--- config.mk ---
export PLATFORM = sky130hd
export DESIGN_NAME = parsq_sequencer
export DESIGN_NICKNAME = d
export VERILOG_FILES = /design/src/logic/parsq_pkg.sv /design/src/logic/parsq_sequencer.sv
export SDC_FILE = /design/constraint.sdc
export NUM_CORES = 1
export LEC_CHECK = 0
export BUFFER_PORTS_ARGS = -buffer_cell sky130_fd_sc_hd__buf_2
export CAP_MARGIN = 20
export CELL_PAD_IN_SITES_DETAIL_PLACEMENT = 1
export CELL_PAD_IN_SITES_GLOBAL_PLACEMENT = 1
export CORE_ASPECT_RATIO = 0.5
export CORE_UTILIZATION = 49
export CTS_BUF_LIST = sky130_fd_sc_hd__clkbuf_4
export CTS_CLUSTER_SIZE = 25
export DETAILED_ROUTE_END_ITERATION = 7
export GPL_TIMING_DRIVEN = 0
export PLACE_DENSITY = 0.93
export SETUP_SLACK_MARGIN = 0.02
export SYNTH_ARGS = -nofsm -noshare
export SYNTH_HDL_FRONTEND = slang
export SYNTH_SLANG_ARGS = --single-unit
--- constraint.sdc ---
create_clock -name clk_i -period 17.78 [get_ports clk_i]
set_input_delay 2.667 -clock clk_i [delete_from_list [all_inputs] [get_ports clk_i]]
set_output_delay 2.667 -clock clk_i [all_outputs]
set_load 0.02 [all_outputs]
--- src/logic/parsq_pkg.sv ---
/*
  package for the pixel array readout sequencer: array geometry, timing
  constants and the carrier structs of the sequencer.
  assumes a single 100 MHz clock and no software-reachable registers.
*/
package parsq_pkg;

  // ************************************************************
  // array geometry
  // ************************************************************
  localparam int unsigned COLS         = 1280;
  localparam int unsigned ROWS         = 1024;
  localparam int unsigned NUM_OUTPUTS  = 16;
  localparam int unsigned COL_GROUPS   = COLS / NUM_OUTPUTS;
  localparam int unsigned X_W          = 7;
  localparam int unsigned Y_W          = 10;
  localparam int unsigned PIX_W        = 8;

  // ************************************************************
  // timing
  // ************************************************************
  localparam int unsigned CLK_PERIOD_PS           = 10000;
  localparam int unsigned FRAME_OVERHEAD_TIME_NS  = 1000;
  localparam int unsigned ROW_BLANKING_TIME_NS    = 200;
  localparam int unsigned FOT_CYCLES = (FRAME_OVERHEAD_TIME_NS * 1000 + CLK_PERIOD_PS - 1)
                                       / CLK_PERIOD_PS;
  localparam int unsigned RBT_CYCLES = (ROW_BLANKING_TIME_NS * 1000 + CLK_PERIOD_PS - 1)
                                       / CLK_PERIOD_PS;
  localparam int unsigned CNT_W      = 8;
  localparam logic [X_W-1:0] X_RESET = 7'h00;
  localparam logic [Y_W-1:0] Y_RESET = 10'h000;

  // ************************************************************
  // carriers
  // ************************************************************
  typedef struct packed {
    logic             x_sync;
    logic             x_clk;
    logic             y_sync;
    logic             y_clk;
  } parsq_scan_type;

  typedef struct packed {
    logic [X_W-1:0]   x_start;
    logic [Y_W-1:0]   y_start;
  } parsq_window_type;

  typedef struct packed {
    logic             reset;
    logic             precharge;
    logic             sample;
  } parsq_shutter_type;

  typedef enum logic [2:0] {
    PH_OVERHEAD = 3'b001,
    PH_BLANK    = 3'b010,
    PH_PIXELS   = 3'b100
  } parsq_phase_type;

endpackage : parsq_pkg

--- src/logic/parsq_sequencer.sv ---
/*
  readout and shutter sequencer inside the sensor: x and y pointers, both-edge
  column clock decode, global reset/precharge/sample, frame timing counters.
  assumes the camera controller drives clocks, syncs and shutter pulses as
  asynchronous pins; each pin is slow compared to the 100 MHz clock.
*/
// Notes on behaviour
// - both edges of the column clock are active; pixel period is half clock period.
// - each frame carries a fixed 1 us frame overhead before its lines; an x sync or y clock rise ends it early.
// - each line opens with nominally 200 ns row blanking, which may be shortened.
// - frame period is overhead plus lines times (blanking plus pixels/16 periods).
// - window is scanned line by line, then column by column, via x and y pointers.
// - start column and start row are programmed independently through configuration.
// - a sync pulse reloads that pointer with its programmed start address.
// - an active clock edge (either x edge, rising y edge) advances only its own pointer by one position.
// - whole core resets at once, then all pixels sample together at integration end.
// - after the global sample, stored values are read out line by line.
// - next frame integration may run during readout of the current frame.
// - non-destructive mode resets once and reads many times without further resets.
// - sixteen outputs each present one new level at every active column edge.
// - precharge clears pixel memory, then sample moves photodiode value into it.
`timescale 1ns/100ps

module parsq_sequencer (
  // clock and reset
  input  wire logic                                   clk_i,
  input  wire logic                                   rst_i,
  // controller pins
  input  wire parsq_pkg::parsq_scan_type              scan_i,
  input  wire parsq_pkg::parsq_shutter_type           shutter_i,
  input  wire logic                                   nondestructive_readout_mode_i,
  // configuration download
  input  wire parsq_pkg::parsq_window_type            window_i,
  input  wire logic                                   window_load_i,
  // photodiode levels of the addressed 16-pixel group
  input  wire logic [parsq_pkg::NUM_OUTPUTS*parsq_pkg::PIX_W-1:0] diode_i,
  // pointers, pixel data and status
  output logic [parsq_pkg::X_W-1:0]                   x_ptr_o,
  output logic [parsq_pkg::Y_W-1:0]                   y_ptr_o,
  output logic [parsq_pkg::NUM_OUTPUTS*parsq_pkg::PIX_W-1:0] pix_o,
  output logic                                        pix_valid_o,
  output logic                                        core_reset_o,
  output logic                                        mem_clear_o,
  output logic                                        mem_sample_o,
  output logic                                        row_blank_o,
  output logic                                        frame_overhead_o,
  output logic                                        readout_armed_o
);

  localparam int unsigned PW = parsq_pkg::NUM_OUTPUTS * parsq_pkg::PIX_W;

  // ************************************************************
  // state
  // ************************************************************
  typedef struct packed {
    logic [2:0]                  s_xs;
    logic [2:0]                  s_xc;
    logic [2:0]                  s_ys;
    logic [2:0]                  s_yc;
    logic [2:0]                  s_rs;
    logic [2:0]                  s_pc;
    logic [2:0]                  s_sm;
    parsq_pkg::parsq_window_type win;
    logic [parsq_pkg::X_W-1:0]   x_ptr;
    logic [parsq_pkg::Y_W-1:0]   y_ptr;
    logic [PW-1:0]               mem;
    logic [PW-1:0]               pix;
    logic                        pix_valid;
    logic                        core_reset;
    logic                        mem_clear;
    logic                        mem_sample;
    logic                        reset_seen;
    logic                        armed;
    parsq_pkg::parsq_phase_type  phase;
    logic [parsq_pkg::CNT_W-1:0] cnt;
  } parsq_state_type;

  parsq_state_type r;
  parsq_state_type next_r;

  logic xs_rise;
  logic xc_edge;
  logic ys_rise;
  logic yc_rise;
  logic rs_lvl;
  logic pc_lvl;
  logic sm_fall;

  // ************************************************************
  // pin decode: a change counts when stage two differs from stage three
  // ************************************************************
  always_comb begin
    // stage one is never read here: it may still be settling
    xs_rise = r.s_xs[1] & ~r.s_xs[2];
    xc_edge = r.s_xc[1] ^ r.s_xc[2];
    ys_rise = r.s_ys[1] & ~r.s_ys[2];
    yc_rise = r.s_yc[1] & ~r.s_yc[2];
    rs_lvl  = r.s_rs[2];
    pc_lvl  = r.s_pc[2];
    sm_fall = ~r.s_sm[1] & r.s_sm[2];
  end

  // ************************************************************
  // next state
  // ************************************************************
  always_comb begin
    next_r      = r;

    // ************************************************************
    // synchronizer chains
    // ************************************************************
    next_r.s_xs = {r.s_xs[1:0], scan_i.x_sync};
    next_r.s_xc = {r.s_xc[1:0], scan_i.x_clk};
    next_r.s_ys = {r.s_ys[1:0], scan_i.y_sync};
    next_r.s_yc = {r.s_yc[1:0], scan_i.y_clk};
    next_r.s_rs = {r.s_rs[1:0], shutter_i.reset};
    next_r.s_pc = {r.s_pc[1:0], shutter_i.precharge};
    next_r.s_sm = {r.s_sm[1:0], shutter_i.sample};
    next_r.pix_valid = 1'b0;

    // ************************************************************
    // configuration and global shutter
    // ************************************************************
    if (window_load_i) begin
      next_r.win = window_i;
    end

    // global shutter; non-destructive mode lets only one reset through per sequence
    next_r.core_reset = rs_lvl & ~(nondestructive_readout_mode_i & r.reset_seen);
    // a passed reset is remembered only as it ends, so it stands for its full length;
    // with the mode low every reset passes
    if (r.core_reset & ~rs_lvl & nondestructive_readout_mode_i) begin
      next_r.reset_seen = 1'b1;
    end else if (!nondestructive_readout_mode_i) begin
      next_r.reset_seen = 1'b0;
    end
    next_r.mem_clear  = pc_lvl;
    next_r.mem_sample = r.s_sm[2];
    if (pc_lvl) begin
      next_r.mem = '0;
    end else if (r.s_sm[2]) begin
      next_r.mem = diode_i;
    end
    // integration end arms the readout of that frame; integration goes on meanwhile
    if (sm_fall) begin
      next_r.armed = 1'b1;
    end

    // ************************************************************
    // y pointer and frame timers
    // ************************************************************
    // y pointer: sync reloads, clock steps one line
    if (ys_rise) begin
      next_r.y_ptr = r.win.y_start;
      next_r.phase = parsq_pkg::PH_OVERHEAD;
      next_r.cnt   = parsq_pkg::CNT_W'(parsq_pkg::FOT_CYCLES - 1);
    end else if (yc_rise) begin
      next_r.y_ptr = r.y_ptr + parsq_pkg::Y_W'(1);
      next_r.phase = parsq_pkg::PH_BLANK;
      next_r.cnt   = parsq_pkg::CNT_W'(parsq_pkg::RBT_CYCLES - 1);
    end else if (r.cnt != '0) begin
      next_r.cnt = r.cnt - parsq_pkg::CNT_W'(1);
    end

    // ************************************************************
    // x pointer and pixel output
    // ************************************************************
    // x pointer: an x sync ends blanking early, which shortens it
    if (xs_rise) begin
      next_r.x_ptr = r.win.x_start;
      next_r.phase = parsq_pkg::PH_PIXELS;
      next_r.cnt   = '0;
    end else if (xc_edge) begin
      next_r.x_ptr     = r.x_ptr + parsq_pkg::X_W'(1);
      next_r.pix       = r.mem;
      next_r.pix_valid = r.armed;
    end

    // ************************************************************
    // phase end
    // ************************************************************
    // timers ending leave the overhead or blanking phase idle in pixel phase
    if (!xs_rise && !ys_rise && !yc_rise && r.cnt == '0 &&
        r.phase != parsq_pkg::PH_PIXELS) begin
      next_r.phase = parsq_pkg::PH_PIXELS;
    end
  end

  // ************************************************************
  // registers
  // ************************************************************
  always_ff @(posedge clk_i or posedge rst_i) begin
    if (rst_i) begin
      r            <= '0;
      r.x_ptr      <= parsq_pkg::X_RESET;
      r.y_ptr      <= parsq_pkg::Y_RESET;
      r.phase      <= parsq_pkg::PH_PIXELS;
    end else begin
      r <= next_r;
    end
  end

  // ************************************************************
  // outputs
  // ************************************************************
  always_comb begin
    x_ptr_o          = r.x_ptr;
    y_ptr_o          = r.y_ptr;
    pix_o            = r.pix;
    pix_valid_o      = r.pix_valid;
    core_reset_o     = r.core_reset;
    mem_clear_o      = r.mem_clear;
    mem_sample_o     = r.mem_sample;
    // one-hot phase bits feed the status pins with no decode gate
    row_blank_o      = r.phase[1];
    frame_overhead_o = r.phase[0];
    readout_armed_o  = r.armed;
  end

endmodule // parsq_sequencer

# After elaboration in Yosys (flattened, before gate mapping)
# Cells that the tools add are included.
word_totals:
  regBits: 328
  in_bits: 156
  output_inout_bits: 152
  word_cells: 73
op_classes:
  addsub: 3
  n_eq_ne: 2
  n_mux: 16
  bitwise: 16
  reduce_logical: 15
ops:
  columns: ["op", "n"]
  rows:
  - ["$mux W128", 2]
  - ["$mux W11", 2]
  - ["$mux W10", 2]
  - ["$mux W8", 2]
  - ["$mux W7", 2]
  - ["$add A10 B1 Y10 const B", 1]
  - ["$and A1 B1 Y1", 8]
  - ["$logic_not A8 Y1", 1]
  - ["$reduce_bool A4 Y1", 2]
  - ["$reduce_bool A8 Y1", 1]
  - ["$sub A8 B1 Y8 const B", 1]
  - ["$add A7 B1 Y7 const B", 1]
  - ["$not A1 Y1", 7]
  - ["$mux W3", 2]
  - ["$reduce_bool A2 Y1", 3]
  - ["$logic_and A1 B1 Y1", 4]
  - ["$mux W1", 4]
  - ["$logic_not A1 Y1", 3]
  - ["$ne A3 B3 Y1 const B", 1]
  - ["$ne A2 B1 Y1 const B", 1]
  - ["$reduce_and A2 Y1", 1]
  - ["$xor A1 B1 Y1", 1]

# Depth between registers and ports, before layout
# Gate-level depths: netlist (run 1).
depth:
  ltp_word: 8
  ltp_mapped: 6
  depth_no_buf: 6

# Least setup slack after synthesis (run 1)
# OpenSTA, ideal clock, no wires.
synth_path:
  path_type: "input to register"
  start: "in window_load_i"
  end: "reg r[290] (netlist name)"
  arrival_ns: 3.658
  setup_slack_ns: 13.997
  cell_stages: 3
  path_buffers: 2
  path_cell_list: "clkbuf_1 clkbuf_1 mux2_2"
synth_lines:
  columns: ["item", "line_no", "text"]
  rows:
  - ["start, declared", "parsq_sequencer.sv:34", "input wire logic window_load_i,"]
  - ["end signal, assigned", "parsq_sequencer.sv:199", "r <= next_r;"]
  - ["end, declared", "parsq_sequencer.sv:78", "parsq_state_type r;"]
# No word-level cell between the ends.

# Final worst setup path (run 1)
layout_path:
  start: "reg r, in the netlist y_ptr_o[2]"
  end: "out y_ptr_o[2] (netlist name)"
layout_lines:
  columns: ["item", "line_no", "text"]
  rows:
  - ["end, declared", "parsq_sequencer.sv:39", "output logic [parsq_pkg::Y_W-1:0] y_ptr_o,"]
# No word-level cell between the ends.

==> results by group, run 1 <==
Drt
  – Post-Route WL: 40000 um
  – Number of routed nets with antenna violations: 0
  – Average via count per standard cell: 5.03
  – Vias: 9486
  – # DRC: 0
  – Post-detailed-route wirelength per cell: 21.2 um
  – Initial DRC Count: 510
  – Pre-antenna DRT Iters: 4

Clock network
  – H-tree levels: 3
  – Worst-Skew Late Latency: 0.76 ns
  – Clock input transition at the sequential cells of the worst setup and hold paths: 0.07 ns
  – TritonCTS clock tree: done
  – Number of buffers on the longest clock path: 3
  – Number of CTS-inserted buffers: 76
  – Root Buffer: sky130_fd_sc_hd__clkbuf_4
  – CTS Hold Bufs: 0
  – Number of clock sinks: 327
  – Gates resized, CTS repair: 0
  – Number of buffers inserted by post-CTS setup repair: 0

Power
  – Static Leakage: 9.42 nW
  – Pwr/cell area: 109 nW/um2
  – Worst IR drop on VDD: 0.0000520 V

STA
  – Slew headroom: 49.4%
  – RSZ-0062 raised after global routing: false
  – Slew at the pin closest to its max-slew limit: 0.760 ns
  – Number of setup violations in the final report: 0
  – Post-route fraction of the period consumed by the critical path: 23.9%
  – Worst clock skew: 0.0541 ns
  – Shortest clock period the worst path allows after layout: 4.24 ns
  – Number of pins with negative max-slew slack in the final report: 0
  – Total count of hold-check failures in the final report: 0
  – Peak Freq: 0.236 GHz
  – Total Negative Setup Slacks: 0 ns
  – Worst hold margin: 0.324 ns
  – Smallest setup slack after layout: 13.54 ns

Setup path
  – Data arrival time at the worst-slack endpoint: 1.58 ns
  – Worst reg2reg path startpoint: next_r[13]
  – CP startpoint: y_ptr_o[2]
  – End point of the critical path: y_ptr_o[2]
  – Data required time of the worst path: 15.11 ns
  – Register-to-Register Path Depth: 5
  – Crit start category: flip-flop
  – Endpoint type of the worst setup path: output port
  – Crit Path Max Fanout: 7
  – Endpoint of the most critical register-to-register path: r[192]
  – Critical path class: reg2out
  – Setup slack on the worst flop-to-flop path: 15.72 ns

Finish
  – Area added between synthesis and finish: 20.9%
  – Sequential cell area in the final layout: 8180 um2
  – Total of fill cells in the finished design: 2961
  – Proportion of layout cells with a drive suffix above 1: 49.6%
  – Area occupied by multi-input gates: 4600 um2
  – Net count reported at finish: 1601
  – End-of-flow core utilization: 61.0%

Yosys
  – Top_reg_cell synth: sky130_fd_sc_hd__dfrtp_1
  – Mapped Avg Cell Area: 13.4 um2
  – Count of different cell masters after synthesis: 37
  – Cell area after technology mapping: 14200 um2
  – Ys Warns: 0
  – EDFF count, synth: 0
  – Most used standard cell by instance count after synthesis: sky130_fd_sc_hd__dfrtp_1
  – Number of nets in the synthesized netlist: 1215
  – Top post-synthesis cells by area: sky130_fd_sc_hd__dfrtp_1 (58%), sky130_fd_sc_hd__mux2_4 (12%), sky130_fd_sc_hd__mux2i_1 (9.2%), sky130_fd_sc_hd__buf_4 (7.7%), sky130_fd_sc_hd__nor2_1 (3.7%)
  – Cell type contributing the most total cell area after synthesis: sky130_fd_sc_hd__dfrtp_1
  – Top cells by instance count after synthesis: sky130_fd_sc_hd__dfrtp_1 (327), sky130_fd_sc_hd__buf_4 (146), sky130_fd_sc_hd__nor2_1 (138)
  – Cells after Synth: 1055
  – Share of synthesized area occupied by flip-flops and latches: 57.7%
  – FF+latch count, synth: 327
  – Top cell type's share of synthesized area: 57.7%
  – Post-synthesis async set-or-reset flop share: 100%

Hold path
  – Min-delay worst type: reg2reg

Die
  – Die Outline Area: 29700 um2
  – Floorplan die height: 122 um
  – Number of cell rows: 43
  – Die Width: 243 um
  – I/O pin total: 308
  – Effective utilization at floorplan: 50.5%
  – Floorplan core area: 28100 um2

Global routing
  – Largest net degree at the start of global routing: 135
  – Global Route Usage Sum: 27.1%
  – Wire length of the first global-routing pass: 61200 um
  – Antenna violations before repair: 16
  – Via count of the first global-routing pass: 11000
  – Gr ovfl total: 0

Place
  – Count of input and output buffers: 306
  – Post-detail-place hpwl: 27400 um
  – Final Wtd Congestion: 0.815
  – Pre-CTS WS: 13.35 ns

Status
  – Outcome: complete, no violations

Run
  – Max-cap viol count: 0
[registers in the layout, indices dropped and copies added (netlist names)]
signal / count
x_ptr_o: 7
readout_armed_o: 1
y_ptr_o: 10
mem_sample_o: 1
row_blank_o: 1
r: 159
core_reset_o: 1
pix_o: 128
pix_valid_o: 1
frame_overhead_o: 1
mem_clear_o: 1
next_r: 16
[how the worst min path moves through the flow]
stage	from	endpoint	slack [ns]	depth (start not counted)
floorplan	next_r[312]	next_r[14]	0.33	0
global placement	next_r[312]	next_r[14]	0.33	0
detailed placement	next_r[314]	next_r[315]	0.34	0
CTS	next_r[317]	next_r[318]	0.35	0
global route	next_r[317]	next_r[318]	0.35	0
finish	next_r[317]	next_r[318]	0.32	0
[report_power, final]
part	leakage [nW]	switching [mW]	total [mW]	internal [mW]
registers	4.25	0.0640	0.884	0.820
logic	4.66	0.212	0.419	0.207
clock network	0.511	0.306	0.574	0.268
[cells in the final DEF, fill, tap and decap left out, drive strengths merged, types with 4 or more instances in the layout]
master / Yosys / layout
buf: 172 / 480
dfrtp: 327 / 327
mux2: 146 / 146
nor2: 138 / 138
mux2i: 130 / 130
clkbuf: 21 / 125
nand2: 28 / 28
diode: 0 / 21
o21ai: 18 / 18
clkinv: 0 / 15
xor2: 13 / 13
a21oi: 7 / 7
nand4: 6 / 6
xnor2: 6 / 6
inv: 5 / 6
nand2b: 4 / 4
nor2b: 4 / 4
ha: 4 / 4
[layer usage]
metal | vias to the layer above | GRT usage [%] | part of all wire [%]
li1 | 4208 | - | -
met1 | 4949 | 29.9 | 38
met2 | 229 | 48.3 | 54
met3 | 100 | 6.21 | 3.5
met4 | 0 | 17.0 | 4.3
met5 | - | 0 | 0
[layout make-up]
cell class	instances	area share (%)
multi-input combinational	530	26.8
clock buffer	104	4.55
sequential	327	47.7
buffer	193	8.05
tap	382	2.79
clock inverter	16	0.365
antenna	21	0.307
timing repair buffer	308	9.25
inverter	5	0.153
[through the flow]
step	instance area, um2	cells	power (mW)
4_1_cts	17100	1865	1.89
2_1_floorplan	14200	1055	1.17
3_3_place_gp	16200	1743	1.28
3_5_place_dp	16200	1745	1.31
5_1_grt	17100	1885	1.96
6_report	17100	1886	1.88
[cells by family after synthesis]
group                    Yosys count  share of synthesized area [%]
AND/OR/NAND/NOR                  198                           5.87
multiplexers                     276                           23.7
adder cells (fa/ha/maj)            4                          0.353
AO/OA/AOI/OAI                     33                           1.31
XOR/XNOR                          19                           1.23
flip-flops                       327                           57.7
buffers and inverters            198                           9.87
[critical path: stages, from the launching register on]
cell                      delay, ns
sky130_fd_sc_hd__dfrtp_1       0.51
sky130_fd_sc_hd__buf_4         0.16
sky130_fd_sc_hd__buf_2         0.16
No activity file was read; power rests on OpenSTA's default activity.
==> run 2: changes to the inputs <==
CORE_UTILIZATION = 41   (was 49)
PLACE_DENSITY = 0.83   (was 0.93)
clock period = 3.6 ns   (was 17.78 ns; I/O delays follow)
==> run 2 against run 1 <==
  * Core utilization down 5.3 points
  * Routed wire length up 16%
  * First-iteration DRC count down 3.1%
  * Global-route usage down 0.45 points
  * Power rose to 5.2 times the previous value
  * Flip-flop and latch count unchanged
  * Via count up 7.8%
  * Sequential power rose to 5.0 times the previous value
  * Final cell count up 10%
  * Clock skew up 0.032 ns
  * Critical path depth up 3
  * Largest power group unchanged
==> results by group, run 2 (synthesis gave the netlist of run 1 again) <==
STA
  – Number of pins with negative max-slew slack in the final report: 0 (unchanged)
  – Shortest clock period the worst path allows after layout: 2.23 ns
  – Post-route fraction of the period consumed by the critical path: 62.0%
  – Number of setup violations in the final report: 0 (unchanged)
  – Total Negative Setup Slacks: 0 ns (unchanged)
  – Peak Freq: 0.448 GHz
  – RSZ-0062 raised after global routing: false (unchanged)
  – Total count of hold-check failures in the final report: 0 (unchanged)
  – Worst clock skew: 0.0858 ns (was 0.0541 ns)
  – Slew at the pin closest to its max-slew limit: 0.928 ns (was 0.760 ns)
  – Slew headroom: 38.0% (was 49.4%)

Clock network
  – Number of buffers on the longest clock path: 3 (unchanged)
  – Root Buffer: sky130_fd_sc_hd__clkbuf_4 (unchanged)
  – TritonCTS clock tree: done (unchanged)
  – Clock input transition at the sequential cells of the worst setup and hold paths: 0.09 ns (was 0.07 ns)
  – H-tree levels: 3 (unchanged)
  – Number of clock sinks: 327 (unchanged)
  – Number of buffers inserted by post-CTS setup repair: 0 (unchanged)
  – Worst-Skew Late Latency: 0.80 ns (was 0.76 ns)
  – Number of CTS-inserted buffers: 80 (was 76)

Setup path
  – Data required time of the worst path: 4.19 ns (was 15.11 ns)
  – Highest cell delay on the worst timing path: 0.68 ns (was 0.51 ns)
  – Critical path class: reg2reg (was reg2out)
  – Crit Path Max Fanout: 10 (was 7)
  – CP cell instances: clkbuf_1 -> clkbuf_1 -> buf_2 -> mux2i_1 -> nor2_1 (was buf_4 -> buf_2)
  – Data arrival time at the worst-slack endpoint: 2.82 ns (was 1.58 ns)
  – Crit path max-delay cell type: sky130_fd_sc_hd__clkbuf_1 (was sky130_fd_sc_hd__dfrtp_1)
  – Cell repeated most along the worst path: sky130_fd_sc_hd__clkbuf_1
  – Register-to-Register Path Depth: 5 (unchanged)
  – Crit start category: flip-flop (unchanged)
  – Endpoint type of the worst setup path: flip-flop (was output port)

Finish
  – Top register by number of flip-flops: r (unchanged)
  – End-of-flow core utilization: 55.7% (was 61.0%)
  – Most frequent cells in the layout: sky130_fd_sc_hd__dfrtp_1 (327), sky130_fd_sc_hd__buf_2 (320), sky130_fd_sc_hd__buf_4 (146) (unchanged)
  – Net count reported at finish: 1739 (was 1601)
  – Most common cell after layout, fill and taps aside: sky130_fd_sc_hd__dfrtp_1 (unchanged)
  – Proportion of layout cells with a drive suffix above 1: 46.6% (was 49.6%)
  – Largest register FFs: 159 (unchanged)
  – Total of fill cells in the finished design: 3546 (was 2961)
  – Area added between synthesis and finish: 31.7% (was 20.9%)

Global routing
  – Gr ovfl total: 0 (unchanged)
  – Largest net degree at the start of global routing: 45 (was 135)
  – Via count of the first global-routing pass: 12200 (was 11000)
  – Antenna violations before repair: 10 (was 16)
  – Global Route Usage Sum: 26.6% (was 27.1%)
  – Wire length of the first global-routing pass: 71600 um (was 61200 um)

Place
  – Post-detail-place hpwl: 27000 um (was 27400 um)
  – Final Wtd Congestion: 0.825 (was 0.815)
  – Count of input and output buffers: 306 (unchanged)

Power
  – Switching share of total power: 31.7% (was 31.0%)
  – Pwr/cell area: 524 nW/um2 (was 109 nW/um2)
  – Cell-internal power: 6.68 mW (was 1.29 mW)
  – Logic pwr share: 23.0% (was 22.3%)
  – Relative contribution of sequential cells to total power: 44.7% (was 47.1%)
  – Worst IR drop on VDD: 0.000218 V (was 0.0000520 V)
  – Static Leakage: 10.1 nW (was 9.42 nW)
  – Reported net switching power: 3.10 mW (was 581 uW)
  – Part of the total power dissipated in the clock network: 32.3% (was 30.6%)

Die
  – Number of cell rows: 47 (was 43)
  – Die Outline Area: 35400 um2 (was 29700 um2)
  – Floorplan core area: 33500 um2 (was 28100 um2)
  – Effective utilization at floorplan: 42.3% (was 50.5%)
  – I/O pin total: 308 (unchanged)
  – Die Width: 265 um (was 243 um)
  – Floorplan die height: 133 um (was 122 um)

Drt
  – Number of routed nets with antenna violations: 0 (unchanged)
  – Average via count per standard cell: 4.92 (was 5.03)
  – Vias: 10200 (was 9486)
  – Post-Route WL: 46500 um (was 40000 um)
  – # DRC: 0 (unchanged)
  – Initial DRC Count: 494 (was 510)
  – Post-detailed-route wirelength per cell: 22.4 um (was 21.2 um)
  – Pre-antenna DRT Iters: 6 (was 4)

Hold path
  – Min-delay worst type: in2reg (was reg2reg)
  – Cells on Worst Hold Path: 3 (was 0)

Status
  – Outcome: complete, no violations (unchanged)

Run
  – Max-cap viol count: 0 (unchanged)
## run 2: cell types whose count changed in the layout (fill, tap and decap cells not counted), moves of 2 or more
cell                            previous run  this run
sky130_fd_sc_hd__dlygate4sd3_1             0       128
sky130_fd_sc_hd__clkbuf_4                104       120
sky130_fd_sc_hd__diode_2                  21        11
sky130_fd_sc_hd__buf_12                    0         8
sky130_fd_sc_hd__clkinv_1                 13         7
sky130_fd_sc_hd__buf_16                    2         0
sky130_fd_sc_hd__inv_2                     1         3
## run 2: final timing paths
| check | slack, ns | to | start |
|---|---|---|---|
| worst min-delay path | 0.06 | r[265] | diode_i[120] |
| worst max-delay path | 1.37 | r[168] | next_r[13] |
| max in group asynchronous | 1.73 | pix_o[99] | rst_i |
| min in group asynchronous | 0.55 | r[162] | rst_i |
| worst min register to register | 0.35 | r[315] | next_r[315] |
| worst max register to register | 1.37 | r[168] | next_r[13] |
## run 2: final cells by class
| cell class | instances | area, um2 | area share, % |
|---|---|---|---|
| Tap cell | 441 | 552 | 2.95 |
| Timing Repair Buffer | 442 | 2970 | 15.9 |
| Clock buffer | 120 | 901 | 4.82 |
| Multi-Input combinational cell | 530 | 4600 | 24.6 |
| Inverter | 5 | 22.5 | 0.121 |
| Buffer | 193 | 1380 | 7.39 |
| Antenna cell | 11 | 27.5 | 0.147 |
| Sequential cell | 327 | 8180 | 43.8 |
| Clock inverter | 11 | 42.5 | 0.228 |
## run 2: power by group through the flow
| stage | combinational, mW | clock [mW] | sequential, mW |
|---|---|---|---|
| after floorplan | 1.49 | 0 | 4.31 |
| after global placement | 1.97 | 0 | 4.37 |
| after detailed placement | 2.07 | 0 | 4.40 |
| after CTS | 2.20 | 3.12 | 4.34 |
| after global routing | 2.39 | 3.42 | 4.41 |
| final | 2.25 | 3.16 | 4.38 |
## run 2: metrics by stage
stage | instances | hold slack, ns | power [mW] | area [um2] | setup WS, ns
2_1_floorplan | 1055 | 0.331 | 5.80 | 14200 | -1.30
3_3_place_gp | 1802 | 0.335 | 6.34 | 16300 | -2.94
3_5_place_dp | 1810 | 0.336 | 6.47 | 16400 | 1.52
4_1_cts | 2069 | 0.000240 | 9.66 | 18600 | 1.47
5_1_grt | 2080 | 0.0116 | 10.2 | 18700 | 1.35
6_report | 2080 | 0.0581 | 9.79 | 18700 | 1.37
## run 2: worst max-delay path, delay by kind of cell (launching register included)
family	cells	cell delay, ns
buffers and inverters	3	1.28
muxes	1	0.28
DFF	1	0.38
and+or+nand+nor	1	0.11
## run 2: routing by layer
layer  track usage, %  part of all wire [%]  vias to the layer above
met5                0                     0                        -
met4             18.5                   6.5                        0
met3             5.40                   3.5                      192
met2             48.7                    54                      302
met1             27.7                    36                     5255
li1                 -                     -                     4476
## run 2: timing repair
action / 4_1_cts / 5_1_grt
endpoints found under the hold margin: 159 / 0
resized for setup: 0 / 0
hold buffers: 128 / 0
endpoints found under the setup margin: 0 / 0
==> run 3: changes to the inputs <==
clock period = 2 ns   (was 3.6 ns; I/O delays follow)
==> run 3 against run 2 <==
  * Clock skew down 0.029 ns
  * Critical path depth fell by 1
  * Clock-buffer cell count unchanged
  * Final area up 1.4%
  * Power is 81% higher
  * Maximum frequency rose by 16%
  * First-iteration DRC count down 16%
  * Sequential power grew 80%
  * Sequential share of layout area is 0.60 points lower
  * Clock power rose by 80%
  * Critical path type unchanged
  * Critical endpoint is now r[4]
  * Highest routed layer unchanged
==> results by group, run 3 (synthesis gave the netlist of run 1 again) <==
Place
  – Cell count after placement: 1810 (unchanged)
  – Final Wtd Congestion: 0.825 (unchanged)
  – Count of input and output buffers: 306 (unchanged)
  – Post-detail-place hpwl: 27000 um (unchanged)
  – Pre-CTS WS: -0.0842 ns (was 1.52 ns)

Hold path
  – Cells on Worst Hold Path: 2 (was 3)
  – Hold Crit Start: window_load_i (was diode_i[120])
  – Min-delay worst type: in2reg (unchanged)
  – WHS Endpoint: r[298] (was r[265])

Setup path
  – Endpoint of the most critical register-to-register path: r[4] (was r[168])
  – Family of cells with the greatest summed delay on the critical path: simple AND/OR/NAND/NOR gates (was buffers and inverters)
  – Crit Path Max Fanout: 7 (was 10)
  – Register-to-Register Path Depth: 4 (was 5)
  – Data required time of the worst path: 2.60 ns (was 4.19 ns)
  – Critical path class: reg2reg (unchanged)
  – Data arrival time at the worst-slack endpoint: 2.52 ns (was 2.82 ns)
  – Crit start category: flip-flop (unchanged)
  – Worst path bufs/invs: 0 (was 3)
  – Endpoint type of the worst setup path: flip-flop (unchanged)
  – CP cell instances: nor4_1 -> nand2_1 -> o21ai_1 -> a211oi_1 (was clkbuf_1 -> clkbuf_1 -> buf_2 -> mux2i_1 -> nor2_1)
  – Highest cell delay on the worst timing path: 0.54 ns (was 0.68 ns)
  – Setup slack on the worst flop-to-flop path: 0.08 ns (was 1.37 ns)
  – Worst reg2reg path startpoint: r[4] (was next_r[13])
  – Crit path max-delay cell type: sky130_fd_sc_hd__nor4_1 (was sky130_fd_sc_hd__clkbuf_1)

Global routing
  – Largest net degree at the start of global routing: 45 (unchanged)
  – GR Layer Usage met3: 5.45% (was 5.40%)
  – Gr ovfl total: 0 (unchanged)
  – GR met2 Demand/Resource: 50.7% (was 48.7%)
  – Global Route Usage Sum: 27.8% (was 26.6%)
  – Wire length of the first global-routing pass: 74100 um (was 71600 um)
  – Global routing's busiest layer: met2 (unchanged)
  – Via count of the first global-routing pass: 12500 (was 12200)
  – Antenna violations before repair: 8 (was 10)
  – Routing usage on met1: 28.3% (was 27.7%)

Power
  – Worst IR drop on VDD: 0.000375 V (was 0.000218 V)
  – Static Leakage: 10.2 nW (was 10.1 nW)
  – Pwr/cell area: 937 nW/um2 (was 524 nW/um2)

STA
  – Total count of hold-check failures in the final report: 0 (unchanged)
  – Number of setup violations in the final report: 0 (unchanged)
  – Slew headroom: 38.2% (was 38.0%)
  – RSZ-0062 raised after global routing: false (unchanged)
  – Worst clock skew: 0.0569 ns (was 0.0858 ns)
  – Number of pins with negative max-slew slack in the final report: 0 (unchanged)
  – Slew at the pin closest to its max-slew limit: 0.925 ns (was 0.928 ns)
  – Post-route fraction of the period consumed by the critical path: 95.8% (was 62.0%)
  – Worst hold margin: 0.117 ns (was 0.0581 ns)
  – Peak Freq: 0.522 GHz (was 0.448 GHz)
  – Shortest clock period the worst path allows after layout: 1.92 ns (was 2.23 ns)
  – Smallest setup slack after layout: 0.0837 ns (was 1.37 ns)

Clock network
  – H-tree levels: 3 (unchanged)
  – Root Buffer: sky130_fd_sc_hd__clkbuf_4 (unchanged)
  – Number of clock sinks: 327 (unchanged)
  – Number of CTS-inserted buffers: 80 (unchanged)
  – Clock input transition at the sequential cells of the worst setup and hold paths: 0.08 ns (was 0.09 ns)
  – Worst-Skew Late Latency: 0.78 ns (was 0.80 ns)
  – Number of buffers on the longest clock path: 3 (unchanged)
  – TritonCTS clock tree: done (unchanged)

Die
  – Die Outline Area: 35400 um2 (unchanged)
  – I/O pin total: 308 (unchanged)
  – Floorplan die height: 133 um (unchanged)
  – Effective utilization at floorplan: 42.3% (unchanged)
  – Number of cell rows: 47 (unchanged)
  – Floorplan core area: 33500 um2 (unchanged)
  – Die Width: 265 um (unchanged)

Drt
  – Vias: 10500 (was 10200)
  – Average via count per standard cell: 4.99 (was 4.92)
  – Initial DRC Count: 413 (was 494)
  – Number of routed nets with antenna violations: 0 (unchanged)
  – # DRC: 0 (unchanged)
  – Post-detailed-route wirelength per cell: 23.0 um (was 22.4 um)
  – Post-Route WL: 48400 um (was 46500 um)
  – Pre-antenna DRT Iters: 8 (was 6)

Finish
  – Most common cell after layout, fill and taps aside: sky130_fd_sc_hd__dfrtp_1 (unchanged)
  – Net count reported at finish: 1765 (was 1739)
  – Top register by number of flip-flops: r (unchanged)
  – Area added between synthesis and finish: 33.6% (was 31.7%)
  – Proportion of layout cells with a drive suffix above 1: 45.9% (was 46.6%)
  – Most frequent cells in the layout: sky130_fd_sc_hd__dfrtp_1 (327), sky130_fd_sc_hd__buf_2 (319), sky130_fd_sc_hd__dlygate4sd3_1 (154) (was sky130_fd_sc_hd__dfrtp_1 (327), sky130_fd_sc_hd__buf_2 (320), sky130_fd_sc_hd__buf_4 (146))
  – Filler-free cell count of the finished design: 2103 (was 2080)
  – Largest register FFs: 159 (unchanged)

Status
  – Outcome: complete, no violations (unchanged)

Run
  – Max-cap viol count: 0 (unchanged)
-- run 3: worst max path at each step --
stage | from | endpoint | slack (ns) | depth (start not counted)
detailed placement | next_r[13] | r[167] | -0.08 | 5
global placement | rst_i | pix_o[101] | -4.30 | 2
CTS | y_ptr_o[2] | y_ptr_o[2] | 0.11 | 2
floorplan | rst_i | core_reset_o | -2.66 | 1
finish | r[4] | r[4] | 0.08 | 4
global route | r[0] | r[4] | 0.01 | 6
-- run 3: report_power, final --
group          internal, mW  switching [mW]
combinational          2.06            2.08
sequential             7.29           0.599
clock                  2.71            2.99
-- run 3: cell type report --
class | count | area [um2]
Antenna cell | 8 | 20.0
Buffer | 193 | 1380
Clock buffer | 120 | 901
Clock inverter | 11 | 42.5
Fill cell | 3541 | 14600
Inverter | 5 | 22.5
Multi-Input combinational cell | 530 | 4600
Sequential cell | 327 | 8180
Tap cell | 441 | 552
Timing Repair Buffer | 468 | 3230
-- run 3: worst reg2reg max path, cell delays in order, from the launching register on --
cell                       delay, ns
sky130_fd_sc_hd__dfrtp_1        0.46
sky130_fd_sc_hd__nor4_1         0.54
sky130_fd_sc_hd__nand2_1        0.32
sky130_fd_sc_hd__o21ai_1        0.35
sky130_fd_sc_hd__a211oi_1       0.10
-- run 3: routing by layer --
layer / vias up / wire, um
met5: - / 0
met4: 0 / 3370
met3: 203 / 1670
met2: 365 / 26400
met1: 5381 / 17000
li1: 4537 / -
-- run 3: through the flow --
| step | power, mW | util [%] | cell area [um2] | setup TNS, ns |
|---|---|---|---|---|
| floorplan | 10.4 | - | 14200 | -871.36 |
| CTS | 17.4 | 56.4 | 18900 | 0 |
| global route | 18.5 | 56.5 | 18900 | 0 |
| detailed placement | 11.6 | 49.0 | 16400 | -1.34 |
| global placement | 11.4 | 48.5 | 16300 | -1395.08 |
| finish | 17.7 | 56.5 | 18900 | 0 |
-- run 3: repair_timing --
item	CTS	global route
endpoints found under the setup margin	95	5
pin swaps	0	0
endpoints found under the hold margin	185	0
buffers inserted	0	0
hold buffers	154	0
gates resized for setup	1	3
